## config.mk

```make
export PLATFORM = sky130hd
export DESIGN_NAME = pcp_proxy
export DESIGN_NICKNAME = d
export VERILOG_FILES = /design/src/pcp_pkg.sv /design/src/pcp_proxy.sv /design/src/pcp_sync.sv
export SDC_FILE = /design/constraint.sdc
export NUM_CORES = 1
export LEC_CHECK = 0
export BUFFER_PORTS_ARGS = -buffer_cell sky130_fd_sc_hd__clkbuf_2
export CAP_MARGIN = 20
export CELL_PAD_IN_SITES_DETAIL_PLACEMENT = 1
export CELL_PAD_IN_SITES_GLOBAL_PLACEMENT = 2
export CORE_MARGIN = 8
export CORE_UTILIZATION = 35
export DETAILED_ROUTE_END_ITERATION = 8
export PLACE_DENSITY_LB_ADDON = 0.25
export SYNTH_ARGS = -nofsm -noshare
export SYNTH_HDL_FRONTEND = slang
export SYNTH_SLANG_ARGS = --single-unit
```

## constraint.sdc

```tcl
create_clock -name hclk -period 5.3 [get_ports hclk]
set_input_delay 0.265 -clock hclk [delete_from_list [all_inputs] [get_ports hclk]]
set_output_delay 0.265 -clock hclk [all_outputs]
set_load 0.02 [all_outputs]
```

## src/pcp_pkg.sv

```systemverilog
// Package for the configuration and I/O proxy initiator: map, fields, codes, carriers
package pcp_pkg;

    // Register byte offsets on the register bus
    localparam logic [7:0] PCP_OFF_DATA    = 8'h00;
    localparam logic [7:0] PCP_OFF_ADDRESS = 8'h04;
    localparam logic [7:0] PCP_OFF_COMMAND = 8'h08;
    localparam logic [7:0] PCP_OFF_MSTCFG  = 8'h0c;
    localparam int         PCP_DEC_W       = 8;

    // Register selector after decode
    typedef enum logic [2:0]
    {
        PCP_SEL_DATA    = 3'b000,
        PCP_SEL_ADDRESS = 3'b001,
        PCP_SEL_COMMAND = 3'b010,
        PCP_SEL_MSTCFG  = 3'b011,
        PCP_SEL_NONE    = 3'b100
    } pcp_sel_e;

    // Command register fields
    localparam int CMD_READY_BIT = 31;
    localparam int CMD_BE_HI     = 7;
    localparam int CMD_BE_LO     = 4;
    localparam int CMD_TYPE_BIT  = 2;
    localparam int CMD_RDWR_BIT  = 0;

    // Master configuration fields
    localparam int MCFG_CFG_FLUSH_BIT = 10;
    localparam int MCFG_IO_FLUSH_BIT  = 9;

    // Reset values, and the read data of a master abort
    localparam logic [31:0] PCP_DATA_RST    = 32'h0000_0000;
    localparam logic [31:0] PCP_ADDRESS_RST = 32'h0000_0000;
    localparam logic [3:0]  PCP_BE_RST      = 4'h0;
    localparam logic        PCP_READY_RST   = 1'b1;
    localparam logic [31:0] PCP_ABORT_DATA  = 32'hffff_ffff;

    // Bus command codes
    localparam logic [3:0] PCP_BUS_IO_RD  = 4'h2;
    localparam logic [3:0] PCP_BUS_IO_WR  = 4'h3;
    localparam logic [3:0] PCP_BUS_CFG_RD = 4'ha;
    localparam logic [3:0] PCP_BUS_CFG_WR = 4'hb;

    // Cycles a target has to claim a data phase before a master abort
    localparam int PCP_DEVSEL_TIMEOUT = 5;

    // Link-side state
    typedef enum logic [1:0]
    {
        PCP_IDLE = 2'b00,
        PCP_ADDR = 2'b01,
        PCP_DATA = 2'b10,
        PCP_TURN = 2'b11
    } pcp_state_e;

    // Pins driven toward the targets
    typedef struct packed
    {
        logic [31:0] ad;
        logic        ad_oe;
        logic [3:0]  cbe_n;
        logic        cbe_oe;
        logic        frame_n;
        logic        frame_oe;
        logic        irdy_n;
        logic        irdy_oe;
    } pcp_pci_out_s;

    // Pins sampled from the link
    typedef struct packed
    {
        logic        clk;
        logic [31:0] ad;
        logic        trdy_n;
        logic        devsel_n;
        logic        stop_n;
    } pcp_pci_in_s;

endpackage

```

## src/pcp_proxy.sv

```systemverilog
// Proxy initiator: register port on AHB-Lite, single config or I/O cycles on the bus
module pcp_proxy
    import pcp_pkg::*;
#(
    parameter int DEVSEL_TIMEOUT = pcp_pkg::PCP_DEVSEL_TIMEOUT
) (
    // Clock and reset
    input  wire logic                  hclk,
    input  wire logic                  hresetn,
    // AHB-Lite slave
    input  wire logic                  hsel,
    input  wire logic [31:0]           haddr,
    input  wire logic [1:0]            htrans,
    input  wire logic                  hwrite,
    input  wire logic [2:0]            hsize,
    input  wire logic [31:0]           hwdata,
    input  wire logic                  hready,
    output logic                       hreadyout,
    output logic [31:0]                hrdata,
    output logic                       hresp,
    // Bus mastering permission from the command/status logic
    input  wire logic                  bus_master_enable,
    // Link pins
    input  wire pcp_pkg::pcp_pci_in_s  pci_in,
    output pcp_pkg::pcp_pci_out_s      pci_out
);

    import pcp_pkg::*;

    localparam int CNT_W = 3;

    initial
    begin
        if (DEVSEL_TIMEOUT < 1 || DEVSEL_TIMEOUT > 7)
            $error("pcp_proxy: DEVSEL_TIMEOUT must lie in 1..7");
    end

    typedef struct packed
    {
        // Data phase bookkeeping of the register bus
        logic         dp_wr;
        pcp_sel_e     dp_sel;
        logic [31:0]  hrdata;
        // Software-visible registers
        logic [31:0]  data;
        logic [31:0]  address;
        logic [3:0]   byte_en;
        logic         io_type;
        logic         rd_wr;
        logic         ready;
        logic         cfg_flush;
        logic         io_flush;
        // Link engine
        logic         pending;
        logic         retry;
        pcp_state_e   state;
        logic [CNT_W-1:0] wait_cnt;
        pcp_pci_in_s  pin_d;
        pcp_pci_out_s pout;
    } pcp_state_s;

    pcp_state_s  st_reg;
    pcp_state_s  st_next;
    pcp_pci_in_s pin_s;

    // Map a byte address onto a register selector
    function automatic pcp_sel_e pcp_decode(input logic [31:0] addr);
        pcp_sel_e sel;
        sel = PCP_SEL_NONE;
        if (addr[31:PCP_DEC_W] == '0)
        begin
            case (addr[PCP_DEC_W-1:0])
                PCP_OFF_DATA:    sel = PCP_SEL_DATA;
                PCP_OFF_ADDRESS: sel = PCP_SEL_ADDRESS;
                PCP_OFF_COMMAND: sel = PCP_SEL_COMMAND;
                PCP_OFF_MSTCFG:  sel = PCP_SEL_MSTCFG;
                default:         sel = PCP_SEL_NONE;
            endcase
        end
        return sel;
    endfunction

    // Readback of one register; unmapped reads as zero
    function automatic logic [31:0] pcp_read(input pcp_sel_e sel, input pcp_state_s s);
        logic [31:0] v;
        v = 32'h0000_0000;
        case (sel)
            PCP_SEL_DATA:    v = s.data;
            PCP_SEL_ADDRESS: v = s.address;
            PCP_SEL_COMMAND:
            begin
                v[CMD_READY_BIT]          = s.ready;
                v[CMD_BE_HI:CMD_BE_LO]    = s.byte_en;
                v[CMD_TYPE_BIT]           = s.io_type;
                v[CMD_RDWR_BIT]           = s.rd_wr;
            end
            PCP_SEL_MSTCFG:
            begin
                v[MCFG_CFG_FLUSH_BIT]     = s.cfg_flush;
                v[MCFG_IO_FLUSH_BIT]      = s.io_flush;
            end
            default:         v = 32'h0000_0000;
        endcase
        return v;
    endfunction

    // Bus command code from space and direction
    function automatic logic [3:0] pcp_bus_cmd(input logic io, input logic rd);
        logic [3:0] c;
        if (io)
            c = rd ? PCP_BUS_IO_RD : PCP_BUS_IO_WR;
        else
            c = rd ? PCP_BUS_CFG_RD : PCP_BUS_CFG_WR;
        return c;
    endfunction

    // Link clock and target responses come from another domain
    pcp_sync #(
        .WIDTH ($bits(pcp_pci_in_s))
    ) u_pin_sync (
        .hclk     (hclk),
        .hresetn  (hresetn),
        .async_in (pci_in),
        .sync_out (pin_s)
    );

    always_comb
    begin
        logic        tick;
        logic        start_ok;
        logic        flush;
        pcp_sel_e    rd_sel;
        pcp_pci_in_s smp;

        st_next  = st_reg;
        // Inputs are taken from the sample just before the link clock rose,
        // so data that changes right after the edge is never picked up
        smp      = st_reg.pin_d;
        tick     = pin_s.clk & ~st_reg.pin_d.clk;
        st_next.pin_d = pin_s;
        start_ok = 1'b0;
        flush    = 1'b0;
        rd_sel   = PCP_SEL_NONE;

        // Register writes in the data phase
        if (st_reg.dp_wr)
        begin
            case (st_reg.dp_sel)
                PCP_SEL_DATA:    st_next.data = hwdata;
                PCP_SEL_ADDRESS: st_next.address = hwdata;
                PCP_SEL_COMMAND:
                begin
                    // A command while busy is dropped; software must poll first
                    if (st_reg.ready)
                    begin
                        st_next.byte_en = hwdata[CMD_BE_HI:CMD_BE_LO];
                        st_next.io_type = hwdata[CMD_TYPE_BIT];
                        st_next.rd_wr   = hwdata[CMD_RDWR_BIT];
                        st_next.pending = 1'b1;
                        st_next.retry   = 1'b0;
                        st_next.ready   = 1'b0;
                    end
                end
                PCP_SEL_MSTCFG:
                begin
                    st_next.cfg_flush = hwdata[MCFG_CFG_FLUSH_BIT];
                    st_next.io_flush  = hwdata[MCFG_IO_FLUSH_BIT];
                end
                default:         st_next.dp_wr = st_reg.dp_wr;
            endcase
        end

        // Address phase capture; only single word transfers are expected
        st_next.dp_wr = 1'b0;
        if (hready && hsel && htrans[1])
        begin
            st_next.dp_wr  = hwrite;
            st_next.dp_sel = pcp_decode(haddr);
            if (!hwrite)
                rd_sel = pcp_decode(haddr);
        end

        // Link engine, advancing once per rising link clock edge
        if (tick)
        begin
            case (st_reg.state)
                PCP_IDLE:
                begin
                    start_ok = st_reg.pending && bus_master_enable;
                    flush    = st_reg.pending && !bus_master_enable &&
                               (st_reg.io_type ? st_reg.io_flush
                                               : st_reg.cfg_flush);
                    if (start_ok)
                    begin
                        st_next.state          = PCP_ADDR;
                        st_next.pout.frame_n   = 1'b0;
                        st_next.pout.frame_oe  = 1'b1;
                        st_next.pout.irdy_n    = 1'b1;
                        st_next.pout.irdy_oe   = 1'b1;
                        st_next.pout.ad_oe     = 1'b1;
                        st_next.pout.cbe_oe    = 1'b1;
                        st_next.pout.cbe_n     = pcp_bus_cmd(st_reg.io_type, st_reg.rd_wr);
                        if (st_reg.io_type)
                            st_next.pout.ad    = st_reg.address;
                        else
                            st_next.pout.ad    = {st_reg.address[31:2], 2'b00};
                    end
                    else if (flush)
                    begin
                        // Discarded command: nothing reaches the bus
                        st_next.pending = 1'b0;
                        st_next.ready   = 1'b1;
                    end
                end
                PCP_ADDR:
                begin
                    // Single data phase: frame drops with irdy asserted
                    st_next.state        = PCP_DATA;
                    st_next.wait_cnt     = '0;
                    st_next.pout.frame_n = 1'b1;
                    st_next.pout.irdy_n  = 1'b0;
                    st_next.pout.cbe_n   = ~st_reg.byte_en;
                    if (st_reg.rd_wr)
                        st_next.pout.ad_oe = 1'b0; // Turnaround for the target
                    else
                        st_next.pout.ad    = st_reg.data;
                end
                PCP_DATA:
                begin
                    if (!smp.devsel_n && !smp.trdy_n)
                    begin
                        if (st_reg.rd_wr)
                            st_next.data = smp.ad;
                        st_next.retry = 1'b0;
                        st_next.state = PCP_TURN;
                    end
                    else if (!smp.devsel_n && !smp.stop_n)
                    begin
                        // Target asked to try again later: reissue from idle
                        st_next.retry = 1'b1;
                        st_next.state = PCP_TURN;
                    end
                    else if (smp.devsel_n &&
                             st_reg.wait_cnt == CNT_W'(DEVSEL_TIMEOUT - 1))
                    begin
                        // Nobody claimed the cycle: master abort, reads give all ones
                        if (st_reg.rd_wr)
                            st_next.data = PCP_ABORT_DATA;
                        st_next.retry = 1'b0;
                        st_next.state = PCP_TURN;
                    end
                    else if (smp.devsel_n)
                    begin
                        st_next.wait_cnt = st_reg.wait_cnt + CNT_W'(1);
                    end
                    if (st_next.state == PCP_TURN)
                    begin
                        st_next.pout.irdy_n = 1'b1;
                        st_next.pout.ad_oe  = 1'b0;
                        st_next.pout.cbe_oe = 1'b0;
                    end
                end
                PCP_TURN:
                begin
                    // Irdy was driven high for one cycle, frame since the data phase began; now let go
                    st_next.state         = PCP_IDLE;
                    st_next.pout.frame_oe = 1'b0;
                    st_next.pout.irdy_oe  = 1'b0;
                    if (!st_reg.retry)
                    begin
                        // Data is already stored before ready rises
                        st_next.pending = 1'b0;
                        st_next.ready   = 1'b1;
                    end
                end
                default:
                begin
                    st_next.state = PCP_IDLE;
                end
            endcase
        end

        // Read data from the updated copy, so a write just before is seen
        if (rd_sel != PCP_SEL_NONE)
            st_next.hrdata = pcp_read(rd_sel, st_next);
        else
            st_next.hrdata = 32'h0000_0000;
    end

    // All state in one register
    always_ff @(posedge hclk or negedge hresetn)
    begin
        if (!hresetn)
        begin
            st_reg              <= '0;
            st_reg.dp_sel       <= PCP_SEL_NONE;
            st_reg.data         <= PCP_DATA_RST;
            st_reg.address      <= PCP_ADDRESS_RST;
            st_reg.byte_en      <= PCP_BE_RST;
            st_reg.ready        <= PCP_READY_RST;
            st_reg.state        <= PCP_IDLE;
            st_reg.pout.frame_n <= 1'b1;
            st_reg.pout.irdy_n  <= 1'b1;
            st_reg.pout.cbe_n   <= 4'hf;
        end
        else
        begin
            st_reg <= st_next;
        end
    end

    // Zero wait state slave; every answer is OKAY
    assign hreadyout = 1'b1;
    assign hresp     = 1'b0;
    assign hrdata    = st_reg.hrdata;
    assign pci_out   = st_reg.pout;

endmodule

```

## src/pcp_sync.sv

```systemverilog
// Two-flop synchroniser for a group of inputs from outside the clock domain
module pcp_sync #(
    parameter int WIDTH = 1
) (
    // Clock and reset
    input  wire logic             hclk,
    input  wire logic             hresetn,
    // Asynchronous in, synchronous out
    input  wire logic [WIDTH-1:0] async_in,
    output logic      [WIDTH-1:0] sync_out
);

    typedef struct packed
    {
        logic [WIDTH-1:0] meta;
        logic [WIDTH-1:0] sync;
    } pcp_sync_s;

    pcp_sync_s st_reg;
    pcp_sync_s st_next;

    initial
    begin
        if (WIDTH < 1)
            $error("pcp_sync: WIDTH must be at least 1");
    end

    // The first stage feeds only the second stage
    always_comb
    begin
        st_next.meta = async_in;
        st_next.sync = st_reg.meta;
    end

    always_ff @(posedge hclk or negedge hresetn)
    begin
        if (!hresetn)
            st_reg <= '0;
        else
            st_reg <= st_next;
    end

    assign sync_out = st_reg.sync;

endmodule

```

==> results of run 1 <==
layout make-up:
cell class,instances,share of cell area
inverter,25,0.00716
tap,396,0.0378
sequential,265,0.507
multi-input combinational,423,0.242
timing repair buffer,251,0.123
clock buffer,45,0.0678
clock inverter,11,0.0157
synth_stat cells (2+ instances only):
| cell type | count |
|---|---|
| o221ai_1 | 17 |
| or2_2 | 6 |
| nand2_1 | 31 |
| mux2i_1 | 32 |
| nor3_1 | 3 |
| and2_1 | 3 |
| buf_4 | 79 |
| nor2b_1 | 3 |
| dfstp_2 | 8 |
| dfrtp_1 | 257 |
| nand2b_1 | 3 |
| conb_1 | 2 |
| mux2_2 | 62 |
| buf_6 | 2 |
| a22o_1 | 2 |
| a31oi_1 | 9 |
| a21oi_1 | 40 |
| a211oi_1 | 11 |
| nor4_1 | 6 |
| a41oi_1 | 2 |
| a221oi_1 | 2 |
| nand3_1 | 6 |
| o22ai_1 | 16 |
| ha_1 | 6 |
| o31ai_1 | 2 |
| mux2_1 | 5 |
| buf_2 | 5 |
| a2111oi_2 | 13 |
| inv_1 | 25 |
| nor2_1 | 68 |
| a2bb2oi_1 | 2 |
| a21boi_0 | 6 |
| and4bb_2 | 2 |
| and3_1 | 8 |
| o22a_1 | 17 |
| o21ai_0 | 12 |
| a2111oi_0 | 2 |
| clkbuf_1 | 35 |
power by group:
| part | internal, µW | leakage (µW) | total [µW] | switching, µW |
|---|---|---|---|---|
| clock | 1440 | 0.000539 | 2250 | 810 |
| sequential | 2100 | 0.00322 | 2140 | 33.8 |
| combinational | 117 | 0.00216 | 248 | 131 |
kinds of logic after synthesis:
logic type	share of synthesized area
AOI/OAI and AO/OA	0.115
adders and majority gates	0.00704
buffers and inverters	0.0816
DFF	0.623
muxes	0.101
other	0.000704
and+or+nand+nor	0.0715
placed cells by master (no fill, tap or decap), types with 3 or more instances in the layout:
cell type      count
nand2b_1           3
o22ai_1           16
clkbuf_1           8
o22a_1            17
a2111oi_2         13
nand3_1            6
nor2b_1            3
dfrtp_1          257
and3_1             8
clkinv_2           5
nor2_1            68
dlygate4sd3_1     62
mux2_1             5
a31oi_1            9
mux2i_1           32
o221ai_1          17
mux2_2            62
nor4_1             6
a21oi_1           40
clkbuf_8           6
nor3_1             3
inv_1             24
nand2_1           30
or2_2              6
and2_1             3
a21boi_0           6
buf_4              8
dfstp_2            8
clkbuf_16         31
bufinv_16          6
ha_1               5
a211oi_1          11
o21ai_0           12
clkbuf_2         179
metal layers:
metal | global-route usage | share of wire | up-vias
met5 | 0 | 0 | -
li1 | - | - | 3194
met3 | 0.0320 | 0.055 | 35
met4 | 0.0376 | 0.018 | 0
met2 | 0.253 | 0.48 | 146
met1 | 0.209 | 0.44 | 3538
worst max-delay path by stage:
stage	endpoint	depth (start not counted)
after floorplan	hrdata[31]	6
after global placement	hrdata[1]	7
after detailed placement	hrdata[1]	7
after CTS	hrdata[1]	7
after global routing	hrdata[1]	7
final	hrdata[1]	7
through the flow:
stage	setup slack (ps)	area, µm²	instances	power (µW)	hold WS (ps)
final	2400	13100	1416	4640	25.0
after global routing	2170	13100	1416	4830	14.5
after CTS	2360	13100	1416	4720	1.19
after detailed placement	2390	11400	1298	2390	223
after global placement	2410	11400	1298	2380	224
after floorplan	3320	10700	835	2260	-30.6
==> impl_metrics.toml, run 1 <==
[routing]
viasPerCell = 4.88
antenna_left = 0
vias = 6913
drt-total-wl_mm = 28.2
wire_per_inst_um = 19.9
drtIter0Drc = 280
drc = 0
firstDrtPassIters = 4

[clock_network]
clk_pin_slew_ps = 60
cts-buffers-inserted = 30
clock_path_buffers = 3
cts_resized = 0
cts_setup_buffers = 0
cts_tree = "done"
cts_hold_repair.buffers = 62
cts_sinks = 265
clock-root-buffer = "clkbuf_16"
clk_latency_ps = 540
htree_num_levels = 1

[logic_synthesis]
ys_seq_area_frac = 0.623
syn_nets = 952
synth-seq-cells = 265
async_flop_share = 1.00
synth_area_mm2 = 0.0107
netlist_top_cells_area = "dfrtp_1 60%, mux2_2 6.5%, buf_4 5.6%"
synth.top_cell.area_share = 0.603
syn-instance-count = 835
yosys.area.top_type = "dfrtp_1"
synth_area_per_cell_um2 = 12.8
synth-edff-count = 0
netlist-cell-type-count = 63
ys_warn_count = 0
synthFlopType = "dfrtp_1"

[grt]
antenna_found_initial = 0
grt_max_degree = 138
track_usage = 0.155
grt-ovfl-total = 0
grt_pass1_vias = 7711
grt_first_pass_wirelength_mm = 44.4

[critical_path]
r2r_start = "st_reg[81]"
crit_arrival_ps = 3300
crit_type = "reg2reg"
endpoint_kind = "register"
worstPathRequired_ps = 5700
path_cells = "inv_1 -> ha_1 -> and4b_1 -> o21a_2 -> buf_4 -> o22ai_1 -> a2111oi_0"
critPathLaunch = "st_reg[81]"
slowest_delay_ps = 660
slowest_stage = "o21a_2"
r2r_setup_slack_ps = 2400
start_kind = "register"
ff2ff_path_depth = 7
crit_family = "compound AO/OA/AOI/OAI gates"
critPathMaxFanout = 25
r2r-end = "hrdata[1]"
path_buf_inv = 2

[timing]
timing.fmax_mhz = 345
maxSlewViolCount = 0
period_needed_ps = 2900
hold_viol_final = 0
max-slew-margin-rel = 0.262
setup_tns_ps = 0
grt_setup_unrepaired = "false"
setup_viol = 0
post-route-period-util = 0.548
finClkSkew_ps = 6.02
tightest_slew_ps = 1110

[die]
rows = 64
die_w_um = 191
die_y_um = 191
ios = 187
die_area_mm2 = 0.0363
initial_core_util = 0.352
core_mm2 = 0.0303

[cells_and_area]
layout.nets = 1113
syn_to_final_growth_pct = 22.9
multiInputGateArea_mm2 = 0.00317
regArea_mm2 = 0.00664
layout-drive-gt1-share = 0.331
largest_reg_flops = 120
final_core_util = 0.433
nFillCells = 3174
n_antenna_cell = 0

[min_path]
hold-path-endpoint = "st_reg[121]"
hp-start = "hwdata[27]"
hold_class = "in2reg"
holdPathStages = 2

[job]
max_cap_violations = 0

[pwr]
ir_worst_vdd_mv = 0.250
p_leak_uw = 0.00592
p_per_area_mw_per_mm2 = 354

[placed_design]
gp_congestion = 0.718
io_buffers = 180
dp_hpwl_mm = 17.9

[status]
status = "finished, final reports clean"
No activity file was read; power rests on OpenSTA's default activity.
==> run 2: changes to the inputs <==
==> constraint.sdc (replaced) <==
create_clock -name hclk -period 2.74 [get_ports hclk]
set_input_delay 0.137 -clock hclk [delete_from_list [all_inputs] [get_ports hclk]]
set_output_delay 0.137 -clock hclk [all_outputs]
set_load 0.02 [all_outputs]
==> run 2 against run 1 <==
Compared with the run above:
- sequential power is 93% higher
- power is 100% higher
- register-to-register slack worse by 2100 ps
- combinational power is 100% higher
- critical path depth is 1 lower
- critical endpoint is now hrdata[31]
- largest power group unchanged
==> impl_metrics.toml, run 2 (same netlist as run 1, synthesis figures left out) <==
[status]
status = "finished, final reports clean"

[timing]
maxSlewViolCount = 0
period_needed_ps = 2470
grt_setup_unrepaired = "false"
finClkSkew_ps = 19.8
hold_viol_final = 0
fin_hold_ws_ps = 16.5
timing.fmax_mhz = 405
setup_viol = 0
setup_tns_ps = 0
worst_slack_ps = 268
post-route-period-util = 0.902
max-slew-margin-rel = 0.524
tightest_slew_ps = 714

[routing]
drc = 0
dr_wl_met3_mm = 1.22
antenna_left = 0
met1_length_mm = 12.5
drt-total-wl_mm = 28.4
firstDrtPassIters = 4
viasPerCell = 4.86
vias = 7014
route.met2.wl_mm = 14.2
maxUsedRoutingLayer = "met5"
wire_per_inst_um = 19.7
drtIter0Drc = 197

[grt]
grt_first_pass_wirelength_mm = 46.0
antenna_found_initial = 1
grt-ovfl-total = 0
grt_pass1_vias = 8022
track_usage = 0.159
grt_max_degree = 88

[cells_and_area]
layout.cells.most_common = "dfrtp_1"
final_core_util = 0.445
n_antenna_cell = 0
nFillCells = 3171
final_cell_mix = "257 x dfrtp_1, 179 x clkbuf_2, 72 x dlygate4sd3_1"
fin_cells = 1443
layout-drive-gt1-share = 0.345
layout.nets = 1140
largest_reg_flops = 120
syn_to_final_growth_pct = 26.4

[min_path]
hp-start = "htrans[1]"
holdPathStages = 3
hold-path-endpoint = "st_reg[190]"
hold_class = "in2reg"

[clock_network]
clk_pin_slew_ps = 60
clock-root-buffer = "clkbuf_16"
htree_num_levels = 1
cts_tree = "done"
cts_setup_buffers = 0
cts-buffers-inserted = 30
cts_resized = 0
cts_sinks = 265
clk_latency_ps = 540
clock_path_buffers = 3

[die]
die_area_mm2 = 0.0363
rows = 64
core_mm2 = 0.0303
ios = 187
die_y_um = 191
die_w_um = 191
initial_core_util = 0.352

[job]
max_cap_violations = 0

[critical_path]
start_kind = "register"
critPathMaxFanout = 4
crit_arrival_ps = 2850
crit_type = "reg2reg"
ff2ff_path_depth = 6
worstPathRequired_ps = 3120
r2r_setup_slack_ps = 270
endpoint_kind = "register"
r2r-end = "hrdata[31]"
r2r_start = "st_reg[81]"

[pwr]
p_leak_uw = 0.00608
p_per_area_mw_per_mm2 = 691
ir_worst_vdd_mv = 0.467

[placed_design]
io_buffers = 180
dp_cells = 1315
gp_congestion = 0.721
post-place-ws_ps = 338
dp_hpwl_mm = 18.8
run 2: changes by cell type in the layout (fill, tap and decap cells not counted), sizes merged:
cell / change
buf: +17
clkbuf: -11
dlygate4sd3: +10
clkinvlp: +7
bufinv: +4
clkinv: -1
inv: +1
run 2: worst max-delay path by stage:
stage | to | depth (start not counted) | start
3_5_place_dp | hrdata[31] | 6 | st_reg[81]
3_3_place_gp | hrdata[31] | 6 | st_reg[81]
2_1_floorplan | hrdata[31] | 6 | st_reg[81]
5_1_grt | hrdata[31] | 6 | st_reg[81]
4_1_cts | hrdata[31] | 6 | st_reg[81]
6_report | hrdata[31] | 6 | st_reg[81]
run 2: area by class of cell:
cell class	count	area, µm²	area share
Sequential cell	265	6640	0.493
Clock buffer	34	797	0.0591
Tap cell	396	495	0.0368
Multi-Input combinational cell	423	3170	0.235
Inverter	25	93.8	0.00696
Clock inverter	22	382	0.0283
Timing Repair Buffer	278	1900	0.141
run 2: through the flow:
stage / instance area [µm²] / total power (µW)
after floorplan: 10700 / 4380
after global placement: 11600 / 4620
after detailed placement: 11600 / 4630
after CTS: 13500 / 9460
after global routing: 13500 / 9680
final: 13500 / 9310
run 2: what timing repair did:
item,CTS,global route
setup endpoints to repair,0,0
endpoints found under the hold margin,169,0
hold buffers,72,0
run 2: metal layers:
| layer | track usage | up-vias |
|---|---|---|
| met5 | 0 | - |
| met4 | 0.0379 | 2 |
| met3 | 0.0320 | 36 |
| met2 | 0.271 | 127 |
| met1 | 0.206 | 3587 |
| li1 | - | 3262 |
run 2: where the power goes:
part | internal (µW) | leakage (µW) | switching (µW)
clock | 3030 | 0.000554 | 1640
sequential | 4070 | 0.00322 | 64.6
combinational | 247 | 0.00230 | 259
run 2: critical path, stage by stage, from the launching register on:
cell and delay [ps]:
dfrtp_1 400, inv_1 90, ha_1 340, or3b_2 510, o311a_1 320, o31ai_1 470
a31oi_1 180
